==> config.mk <==
export PLATFORM = sky130hd
export DESIGN_NAME = bdt_timer
export DESIGN_NICKNAME = d
export VERILOG_FILES = /design/src/bdt_pkg.sv /design/src/bdt_tick_gen.sv /design/src/bdt_timer.sv
export VERILOG_INCLUDE_DIRS = /design/src
export SDC_FILE = /design/constraint.sdc
export NUM_CORES = 1
export LEC_CHECK = 0
export ABC_AREA = 0
export BUFFER_PORTS_ARGS = -buffer_cell sky130_fd_sc_hd__buf_2
export CAP_MARGIN = 20
export CELL_PAD_IN_SITES_DETAIL_PLACEMENT = 1
export CELL_PAD_IN_SITES_GLOBAL_PLACEMENT = 2
export CORE_UTILIZATION = 36
export CTS_BUF_LIST = sky130_fd_sc_hd__clkbuf_4 sky130_fd_sc_hd__clkbuf_8 sky130_fd_sc_hd__clkbuf_16
export DETAILED_ROUTE_END_ITERATION = 16
export PLACE_DENSITY = 0.95
export SLEW_MARGIN = 20
export SYNTH_ARGS = -nofsm -noshare
export SYNTH_HDL_FRONTEND = slang
export SYNTH_SLANG_ARGS = --single-unit
==> constraint.sdc <==
create_clock -name i_core_clk -period 4.6 [get_ports i_core_clk]
set_clock_uncertainty 0.05 [all_clocks]
set_input_delay 0 -clock i_core_clk [delete_from_list [all_inputs] [get_ports i_core_clk]]
set_output_delay 0 -clock i_core_clk [all_outputs]
set_load 0.01 [all_outputs]
==> src/bdt_consts.svh <==
// register map, field positions, reset values and counts of the divider timer
`ifndef BDT_CONSTS_SVH
`define BDT_CONSTS_SVH
// register byte addresses
`define BDT_ADDR_CTRL 12'h004
`define BDT_ADDR_DIV 12'h008
`define BDT_ADDR_STAT 12'h00C
// control field positions
`define BDT_C_SEL_LO 0
`define BDT_C_SEL_HI 1
`define BDT_C_POL 2
`define BDT_C_MODE 3
`define BDT_C_MASTER_RESET_IN 4
`define BDT_C_BYP 5
// reset values: recycle mode, internal oscillator
`define BDT_CTRL_RST 6'h08
`define BDT_DIV_RST 16'h0003
// counter stage taps and steps
`define BDT_TAP_13 12
`define BDT_TAP_10 9
`define BDT_TAP_16 15
`define BDT_STEP_ONE 16'h0001
`define BDT_STEP_STAGE9 16'h0100
// ratio select codes {high, low}
`define BDT_SEL_8192 2'h0
`define BDT_SEL_1024 2'h1
`define BDT_SEL_256 2'h2
`define BDT_SEL_65536 2'h3
// startup sequencer: strap needs two flops before it is caught
`define BDT_ST_CATCH 3'h2
`define BDT_ST_POR_ON 3'h3
`define BDT_ST_END 3'h7
`endif

==> src/bdt_pkg.sv <==
// types of the binary divider timer
package bdt_pkg;
    // state of the oscillator tick generator
    typedef struct packed {
        logic ext_s1;
        logic ext_s2;
        logic ext_d;
        logic [15:0] div_cnt;
        logic tick;
    } bdt_tick_st_t;
    // state of the timer core and its bus slave
    typedef struct packed {
        logic [5:0] ctrl;
        logic [15:0] div;
        logic [15:0] count;
        logic latch;
        logic mode_d;
        logic [1:0] strap_s;
        logic auto_off;
        logic [2:0] st_cnt;
        logic out;
        logic pready;
        logic pslverr;
        logic [31:0] prdata;
    } bdt_st_t;
endpackage

==> src/bdt_tick_gen.sv <==
// oscillator model: internal divider or synchronised external clock, one-cycle ticks except with divider 0, which ticks every cycle
`include "bdt_consts.svh"
module bdt_tick_gen (
    // clock and reset
    input wire logic i_core_clk,
    input wire logic i_nrst,
    // control
    input wire logic i_run,
    input wire logic i_bypass,
    input wire logic [15:0] i_div,
    // external clock pin
    input wire logic i_ext_clk,
    // count enable
    output logic o_tick
);
    bdt_pkg::bdt_tick_st_t st;
    bdt_pkg::bdt_tick_st_t next_st;

    // next state of the oscillator
    always_comb begin
        next_st = st;
        next_st.ext_s1 = i_ext_clk;
        next_st.ext_s2 = st.ext_s1;
        next_st.ext_d = st.ext_s2;
        next_st.tick = 1'b0;
        // stopped in reset
        if (!i_run) begin
            next_st.div_cnt = '0;
        // external clock counts its rising edges
        end else if (i_bypass) begin
            next_st.div_cnt = '0;
            next_st.tick = st.ext_s2 & ~st.ext_d;
        end else if (st.div_cnt >= i_div) begin
            next_st.div_cnt = '0;
            next_st.tick = 1'b1;
        end else begin
            next_st.div_cnt = st.div_cnt + `BDT_STEP_ONE;
        end
    end

    // state register
    always_ff @(posedge i_core_clk) begin
        if (!i_nrst) begin
            st <= '0;
        end else begin
            st <= next_st;
        end
    end

    // gate so no tick escapes the cycle a reset begins
    assign o_tick = st.tick & i_run;
endmodule

==> src/bdt_timer.sv <==
// binary divider timer: 16-stage counter, output logic, power-up reset and apb slave
//
// Notes on behaviour
// sixteen-stage binary counter clocked by the oscillator provides the output taps.
// counter advances by one per oscillator rising edge, never on falling edges.
// high select 0: low 0 routes stage 13, low 1 routes stage 10.
// high select 1 uses stage 16; low 0 clocks stage 9 directly, divide 256.
// master reset 1 resets the counter; 0 lets the timer run.
// auto reset input 0 initialises at power-up; 1 disables that reset.
// either reset clears every stage synchronously whatever the count.
// oscillator stops while either reset is active.
// in reset the output equals the polarity select level.
// mode 1 passes the selected stage continuously, a repeating divider.
// mode 0: latch clears at reset, sets after half count, then holds.
// master reset pulse or mode change restarts the single-cycle timing.
// master reset works whether auto reset is enabled or not.
// oscillator may be bypassed by an external clock on its input.
// power-up reset is a pulse after startup when auto reset is enabled.
//
// Added by the designer: the register offsets and register access over APB.
`include "bdt_consts.svh"
module bdt_timer (
    // clock and reset
    input wire logic i_core_clk,
    input wire logic i_nrst,
    // apb slave
    input wire logic i_psel,
    input wire logic i_penable,
    input wire logic i_pwrite,
    input wire logic [11:0] i_paddr,
    input wire logic [31:0] i_pwdata,
    output logic o_pready,
    output logic [31:0] o_prdata,
    output logic o_pslverr,
    // pins
    input wire logic i_auto_reset_off,
    input wire logic i_osc_ext_clk,
    output logic o_timer_out
);
    bdt_pkg::bdt_st_t st;
    bdt_pkg::bdt_st_t next_st;
    logic tick;
    logic in_por;
    logic mode_chg;
    logic any_rst;
    logic acc;
    logic wr_en;
    logic addr_ok;
    logic [31:0] rd_data;
    logic [1:0] sel;

    // selected stage of a count for a ratio select
    // sixteen-stage taps
    function automatic logic f_tap(input logic [15:0] cnt, input logic [1:0] s);
        logic t;
        t = cnt[`BDT_TAP_16];
        unique case (s)
            // stage 13 and stage 10
            `BDT_SEL_8192: t = cnt[`BDT_TAP_13];
            `BDT_SEL_1024: t = cnt[`BDT_TAP_10];
            // stage 16 for both low select levels
            default: t = cnt[`BDT_TAP_16];
        endcase
        return t;
    endfunction

    // reset sources, decoded from registered state
    assign sel = {st.ctrl[`BDT_C_SEL_HI], st.ctrl[`BDT_C_SEL_LO]};
    // power-up pulse only when auto reset enabled
    // pulse waits until the strap is caught, so it never starts before the strap value is known
    assign in_por = ~st.auto_off & (st.st_cnt >= `BDT_ST_POR_ON) & (st.st_cnt < `BDT_ST_END);
    // a mode change restarts the one-shot
    assign mode_chg = st.ctrl[`BDT_C_MODE] != st.mode_d;
    // master reset bit holds the counter
    // master reset independent of auto reset
    assign any_rst = st.ctrl[`BDT_C_MASTER_RESET_IN] | in_por | mode_chg;

    // bus decode
    assign acc = i_psel & i_penable;
    assign wr_en = acc & st.pready & i_pwrite;
    assign addr_ok = (i_paddr == `BDT_ADDR_CTRL) | (i_paddr == `BDT_ADDR_DIV) | (i_paddr == `BDT_ADDR_STAT);

    // read mux, unused bits read as zero
    always_comb begin
        rd_data = 32'h0000_0000;
        if (i_paddr == `BDT_ADDR_CTRL) begin
            rd_data = {26'h000_0000, st.ctrl};
        end else if (i_paddr == `BDT_ADDR_DIV) begin
            rd_data = {16'h0000, st.div};
        end else if (i_paddr == `BDT_ADDR_STAT) begin
            rd_data = {12'h000, st.auto_off, any_rst, st.latch, st.out, st.count};
        end
    end

    // oscillator and clock bypass
    bdt_tick_gen u_tick (
        .i_core_clk(i_core_clk),
        .i_nrst(i_nrst),
        // oscillator held while in reset
        .i_run(~any_rst),
        .i_bypass(st.ctrl[`BDT_C_BYP]),
        .i_div(st.div),
        .i_ext_clk(i_osc_ext_clk),
        .o_tick(tick)
    );

    // next state of bus, startup and counter
    always_comb begin
        next_st = st;
        // pready one cycle into the access phase, dropped after the handshake
        next_st.pready = acc & ~st.pready;
        if (acc & ~st.pready) begin
            next_st.prdata = i_pwrite ? 32'h0000_0000 : rd_data;
            next_st.pslverr = ~addr_ok;
        end
        // writes land at the edge where pready is sampled high
        if (wr_en & (i_paddr == `BDT_ADDR_CTRL)) begin
            next_st.ctrl = i_pwdata[5:0];
        end
        if (wr_en & (i_paddr == `BDT_ADDR_DIV)) begin
            next_st.div = i_pwdata[15:0];
        end
        // strap pin through two flops before use
        next_st.strap_s = {st.strap_s[0], i_auto_reset_off};
        // startup count saturates so the power-up pulse never repeats
        if (st.st_cnt != `BDT_ST_END) begin
            next_st.st_cnt = st.st_cnt + 3'h1;
        end
        // strap caught once after release
        if (st.st_cnt == `BDT_ST_CATCH) begin
            next_st.auto_off = st.strap_s[1];
        end
        // delayed mode: a mode change costs one reset cycle
        next_st.mode_d = st.ctrl[`BDT_C_MODE];
        // synchronous clear of all stages
        if (any_rst) begin
            next_st.count = 16'h0000;
            // latch clears at reset
            next_st.latch = 1'b0;
        end else if (tick) begin
            // divide 256 feeds stage 9 straight from the oscillator
            if (sel == `BDT_SEL_256) begin
                next_st.count = st.count + `BDT_STEP_STAGE9;
            // one step per oscillator edge
            end else begin
                next_st.count = st.count + `BDT_STEP_ONE;
            end
        end
        // set after half the selected count, then held
        if (!any_rst && f_tap(next_st.count, {next_st.ctrl[`BDT_C_SEL_HI], next_st.ctrl[`BDT_C_SEL_LO]})) begin
            next_st.latch = 1'b1;
        end
        // recycle passes the stage
        if (next_st.ctrl[`BDT_C_MODE]) begin
            next_st.out = f_tap(next_st.count, {next_st.ctrl[`BDT_C_SEL_HI], next_st.ctrl[`BDT_C_SEL_LO]});
        end else begin
            next_st.out = next_st.latch;
        end
        // polarity sets the reset level
        next_st.out = next_st.out ^ next_st.ctrl[`BDT_C_POL];
    end

    // state register; strap is caught later, never under reset
    always_ff @(posedge i_core_clk) begin
        if (!i_nrst) begin
            st <= '0;
            st.ctrl <= `BDT_CTRL_RST;
            st.div <= `BDT_DIV_RST;
            st.mode_d <= 1'b1;
            st.auto_off <= 1'b1;
        end else begin
            st <= next_st;
        end
    end

    // outputs straight from flops
    assign o_pready = st.pready;
    assign o_prdata = st.prdata;
    assign o_pslverr = st.pslverr;
    assign o_timer_out = st.out;
endmodule

==> impl_metrics.csv, run 1 <==
group,metric,value,unit
grt,grt.total_usage,18.8,%
grt,grt_pass1_wl,19300,um
detailed_routing,drt_pass1_iterations,5,
grt,grt_pass1_vias,3892,
finish,synthToLayoutAreaGrowth,14.5,%
logic_synthesis,synth_top_area_share,38.2,%
finish,n_antenna_cell,0,
sta,hold_viol,0,
min_path,min_path_cells,4,
logic_synthesis,yosysUniqueCellTypes,49,
detailed_routing,via_per_inst,5.03,
placed_design,dpl.hpwl,8400,um
cts,cts_buffer_depth,2,
cts,cts-buffers-inserted,9,
power,power,1.70,mW
power,leakage,2.16,nW
detailed_routing,drtIter0Drc,137,
sta,fmax,367,MHz
die,core,12600,um^2
power,power.density,318,nW/um^2
logic_synthesis,synth-edff-count,0,
min_path,min-delay-start,"i_pwrite",
flow_run,max_cap_viol_count,0,
min_path,min_to,"o_prdata[4]",
detailed_routing,drc,0,
placed_design,port_buffers,57,
worst_setup_path,path_class,"flop to flop",
logic_synthesis,synth_flop_cell,"dfxtp_1",
die,die_h,116,um
run_status,status,"finished clean",
worst_setup_path,r2r_cells,7,
worst_setup_path,crit_arrival,2.94,ns
finish,nFillCells,1552,
cts,clock_sinks,89,
cts,cts.repair.resized,0,
die,rows,41,
sta,period_share,59.3,%
logic_synthesis,yosys.area.top_type,"dfxtp_1",
detailed_routing,wirelength,11800,um
worst_setup_path,crit_path_max_fanout,8,
sta,whs,0.0239,ns
cts,cts_tree,"built",
finish,drive_gt1_share,14.5,%
die,num_io_pins,86,
die,die_w,116,um
power,ir_drop,149,uV
detailed_routing,antenna_left,0,
detailed_routing,via_count,3841,
logic_synthesis,syn_area_per_cell,8.59,um^2
sta,min_period,2.73,ns
detailed_routing,wl_per_cell,15.4,um
worst_setup_path,rr_startpoint,"st[35]",
cts,clockRootBuffer,"clkbuf_16",
cts,clkSlewWorstSetupHoldPaths,0.07,ns
grt,antenna_found_initial,0,
grt,grt_max_degree,58,
die,die-area,13400,um^2
sta,worst_slew_pin_slew,0.946,ns
logic_synthesis,syn_inst,543,
sta,rsz0062_at_grt,"no",
min_path,worstHoldPathType,"input port to flop",
cts,cts.htree.levels,3,
die,start_util,36.9,%
finish,fin_nets,661,
placed_design,finalWeightedCongestion,0.819,
grt,overflow,0,
cts,clk-insertion-delay-late,0.35,ns
worst_setup_path,crit_path_end_kind,"flop",
worst_setup_path,ff2ff_setup_slack,1.87,ns
logic_synthesis,synthTopCellsByArea,"dfxtp_1, ha_1, nand2_1",
logic_synthesis,ys_async_sr_fraction,0,%
worst_setup_path,startpoint_type,"flop",
sta,slew_violations,0,
sta,fin_setup_tns,0,ns
sta,max_slew_margin,36.5,%
logic_synthesis,synth-seq-area-share,38.2,%
sta,setup_viol,0,
logic_synthesis,ys.warnings.count,0,
logic_synthesis,netlist_area,4660,um^2
worst_setup_path,cp.required,4.81,ns
logic_synthesis,synth-seq-cells,89,
-- power breakdown --
| group | switching, mW | internal [mW] |
|---|---|---|
| clock network | 0.308 | 0.385 |
| logic | 0.108 | 0.0713 |
| registers | 0.0314 | 0.792 |
| total | 0.448 | 1.25 |
-- sequential cells by signal, summed over array words and instances (netlist names), named ones only --
| name | count |
|---|---|
| o_prdata | 20 |
| next_st | 2 |
| o_pslverr | 1 |
| u_tick.st | 18 |
| o_pready | 1 |
| u_tick.next_st | 2 |
| o_timer_out | 1 |
| sel | 2 |
| st | 35 |
-- cell families after synthesis --
family	after synthesis	share of synthesized area, %
XOR/XNOR	27	5.07
multiplexers	21	4.78
buffers and inverters	77	8.94
AO/OA/AOI/OAI	83	12.1
flip-flops	89	38.2
AND/OR/NAND/NOR	222	24.6
other	1	0.0804
adder cells (fa/ha/maj)	23	6.17
-- worst max-delay path, cell delays in order (launching register included) --
cell and delay (ns):
dfxtp_1 0.36, ha_1 0.25, ha_1 0.19, a211o_1 0.30, a311oi_4 0.50, nand3_1 0.29, or4_1 0.54, a21oi_1 0.16
-- synthesized netlist by cell type, types with 2 or more instances --
master	n
mux2_2	2
o21ai_0	20
inv_1	24
or4_1	4
o2111ai_1	5
buf_4	33
nor3_1	19
nand4_1	9
xnor2_1	17
dfxtp_1	89
nand2_1	74
a211oi_1	3
nand2b_1	3
xor2_1	10
buf_2	3
nor4_1	2
a21boi_0	15
and3b_1	2
o211ai_1	4
mux2_4	2
a21oi_1	16
nor2b_1	8
ha_1	23
nor2_1	37
and3_1	6
clkbuf_1	17
mux2i_1	17
nor4_2	2
and4_1	4
and2_1	22
a21o_1	4
nand3_1	22
a21boi_1	9
-- repair_timing --
| item | 4_1_cts | 5_1_grt |
|---|---|---|
| buffers inserted | 0 | 0 |
| hold buffers | 18 | 0 |
| hold endpoints to repair | 22 | 0 |
-- worst max path at each step --
stage / startpoint / to
after floorplan: st[35] / flop
after global placement: st[35] / u_tick.st[0]
after detailed placement: st[35] / flop
after CTS: st[35] / flop
after global routing: st[35] / flop
final: st[35] / flop
-- placed cells by master, fill, tap and decap left out, types with 9 or more instances in the layout --
cell type	n
dfxtp_1	89
nand2_1	73
buf_2	57
nor2_1	37
inv_1	24
ha_1	23
nand3_1	22
and2_1	22
o21ai_0	20
nor3_1	19
dlygate4sd3_1	18
mux2i_1	17
xnor2_1	17
a21oi_1	16
a21boi_0	15
conb_1	12
xor2_1	10
nand4_1	9
a21boi_1	9
clkbuf_16	9
-- stage by stage --
stage          worst slack (ns)  instances  instance area [um^2]  util, %
3_3_place_gp               1.69        730                  4880     38.6
3_5_place_dp               1.85        730                  4880     38.7
2_1_floorplan              2.29        554                  4700        -
5_1_grt                    1.65        764                  5340     42.3
4_1_cts                    1.83        764                  5340     42.3
6_report                   1.87        764                  5340     42.3
-- per-layer routing --
layer / GRT usage (%) / vias to the layer above / wire length (um)
li1: - / 1912 / -
met3: 3.29 / 19 / 339
met1: 22.2 / 1860 / 5240
met2: 33.4 / 50 / 5980
met5: 0 / - / 0
met4: 8.21 / 0 / 231
-- final cells by class --
cell class              instances  area (um^2)  share of cell area [%]
inverters                      24         90.1                    1.69
repair buffers                 75          465                    8.72
flip-flops and latches         89         1780                    33.4
clock buffers                  11          246                    4.62
well taps                     172          215                    4.03
multi-input cells             388         2510                    47.0
clock inverters                 5         31.3                   0.586
No activity file was read; power rests on OpenSTA's default activity.
==> run 2: changes to the inputs <==
--- a/config.mk
+++ b/config.mk
@@ -11,10 +11,10 @@
 export CAP_MARGIN = 20
 export CELL_PAD_IN_SITES_DETAIL_PLACEMENT = 1
 export CELL_PAD_IN_SITES_GLOBAL_PLACEMENT = 2
-export CORE_UTILIZATION = 36
+export CORE_UTILIZATION = 30
 export CTS_BUF_LIST = sky130_fd_sc_hd__clkbuf_4 sky130_fd_sc_hd__clkbuf_8 sky130_fd_sc_hd__clkbuf_16
 export DETAILED_ROUTE_END_ITERATION = 16
-export PLACE_DENSITY = 0.95
+export PLACE_DENSITY = 0.86
 export SLEW_MARGIN = 20
 export SYNTH_ARGS = -nofsm -noshare
 export SYNTH_HDL_FRONTEND = slang
==> constraint.sdc (replaced) <==
create_clock -name i_core_clk -period 2.5 [get_ports i_core_clk]
set_clock_uncertainty 0.05 [all_clocks]
set_input_delay 0 -clock i_core_clk [delete_from_list [all_inputs] [get_ports i_core_clk]]
set_output_delay 0 -clock i_core_clk [all_outputs]
set_load 0.01 [all_outputs]
==> run 2 against run 1 <==
  * Fmax grew 15%
  * Non-clock buffer count up 12
  * Sequential share of layout area decreased by 1.3 points
  * First-iteration DRC count increased by 29%
  * Clock power is 150% higher
  * Flip-flop and latch count is the same
  * Register-to-register slack worse by 1.7 ns
  * Final area up 3.9%
  * Hold slack worse by 0.022 ns
  * Largest cell class unchanged
==> impl_metrics.csv, run 2 (synthesized netlist as in run 1, its figures left out) <==
group,metric,value,unit
worst_setup_path,startpoint_type,"flop",
power,seqPwrFrac,42.4,%
die,die-area,16000,um^2
grt,grt_max_degree,33,
flow_run,max_cap_viol_count,0,
worst_setup_path,crit_arrival,2.59,ns
min_path,min_path_cells,2,
finish,nFillCells,1796,
placed_design,finalWeightedCongestion,0.773,
finish,layout_commonest_cell,"dfxtp_1",
sta,worst_slew_pin_slew,0.797,ns
min_path,worstHoldPathType,"input port to flop",
worst_setup_path,cp.required,2.73,ns
sta,fin_setup_tns,0,ns
finish,multi_input_area,2510,um^2
cts,cts_tree,"built",
detailed_routing,wirelength,12400,um
worst_setup_path,path_class,"flop to flop",
sta,whs,0.00153,ns
grt,grt.total_usage,16.4,%
power,power.switching,0.835,mW
detailed_routing,drtIter0Drc,177,
die,die_h,127,um
power,ir_drop,343,uV
grt,grt_pass1_wl,20600,um
power,pwr-share-clk,47.8,%
power,swShare,23.4,%
finish,ff_latch_area,1780,um^2
detailed_routing,wl_per_cell,15.7,um
sta,fmax,424,MHz
worst_setup_path,crit_path_end_kind,"flop",
run_status,status,"finished clean",
power,leakage,2.26,nW
sta,setup_viol,0,
finish,drive_gt1_share,16.2,%
grt,antenna_found_initial,0,
die,core,15200,um^2
finish,fin_nets,673,
power,internal-power,2.74,mW
finish,mostFrequentLayoutCells,"dfxtp_1, nand2_1, buf_2",
sta,rsz0062_at_grt,"no",
power,combPwrFrac,9.9,%
finish,largest_register_ffs,35,
die,die_w,127,um
sta,setup_ws,0.139,ns
sta,slew_violations,0,
finish,final_util,36.5,%
detailed_routing,antenna_left,0,
cts,clock_sinks,89,
sta,max_slew_margin,46.7,%
detailed_routing,drc,0,
cts,clkSlewWorstSetupHoldPaths,0.06,ns
sta,period_share,94.4,%
cts,cts-buffers-inserted,9,
finish,synthToLayoutAreaGrowth,19.0,%
worst_setup_path,r2r_cells,8,
cts,cts_buffer_depth,2,
worst_setup_path,crit_path_max_fanout,6,
detailed_routing,via_per_inst,4.93,
die,start_util,30.7,%
placed_design,port_buffers,57,
worst_setup_path,rr_startpoint,"st[35]",
die,num_io_pins,86,
placed_design,dpl_worst_slack,0.0287,ns
detailed_routing,drt_pass1_iterations,5,
worst_setup_path,crit_start,"st[35]",
placed_design,dpl.hpwl,9240,um
sta,hold_viol,0,
detailed_routing,via_count,3907,
cts,clk-insertion-delay-late,0.35,ns
finish,n_antenna_cell,0,
die,rows,45,
power,power.density,644,nW/um^2
sta,min_period,2.36,ns
cts,clockRootBuffer,"clkbuf_16",
min_path,min-delay-start,"i_nrst",
power,power,3.57,mW
finish,regMostFlops,"st",
grt,grt_pass1_vias,4203,
grt,overflow,0,
cts,cts.htree.levels,3,
## run 2: layer usage
layer	vias to the layer above	global-route usage [%]	share of wire (%)	routed length, um
li1	1926	-	-	-
met1	1901	18.6	44	5440
met3	23	2.53	2.2	273
met4	0	9.59	3.9	481
met5	-	0	0	0
met2	57	29.4	50	6250
## run 2: power groups by stage
stage | Combinational (mW) | Clock [mW] | Sequential (mW)
2_1_floorplan | 0.237 | 0 | 1.52
3_3_place_gp | 0.314 | 0 | 1.54
3_5_place_dp | 0.330 | 0 | 1.54
4_1_cts | 0.354 | 1.74 | 1.51
5_1_grt | 0.399 | 1.80 | 1.52
6_report | 0.352 | 1.71 | 1.51
## run 2: path summary, 6_finish.rpt
path / to / slack (ns)
max: flop / 0.14
max reg2reg: flop / 0.14
min: st[38] / 0.002
min reg2reg: u_tick.next_st[17] / 0.39
## run 2: area by class of cell
type,count,area share (%)
Tap cell,188,4.24
Clock buffer,11,4.56
Sequential cell,89,32.1
Clock inverter,5,2.26
Timing Repair Buffer,87,10.0
Multi-Input combinational cell,388,45.2
Inverter,24,1.62
## run 2: repair_timing
| action | CTS | global route |
|---|---|---|
| endpoints found under the hold margin | 23 | 0 |
| resized for setup | 0 | 1 |
| buffers inserted | 0 | 1 |
| hold buffers | 18 | 0 |
| endpoints found under the setup margin | 0 | 13 |
## run 2: critical path, stage by stage, from the launching register on
cell and delay, ns:
dfxtp_1 0.35, ha_1 0.23, ha_1 0.19, a211o_1 0.30
a311oi_4 0.21, buf_4 0.19, nand3_1 0.10, or4_1 0.50
a21oi_1 0.17
## run 2: metrics by stage
stage | instance area [um^2] | instances
floorplan | 4700 | 554
global placement | 4980 | 757
detailed placement | 4980 | 757
CTS | 5540 | 791
global route | 5550 | 792
finish | 5550 | 792
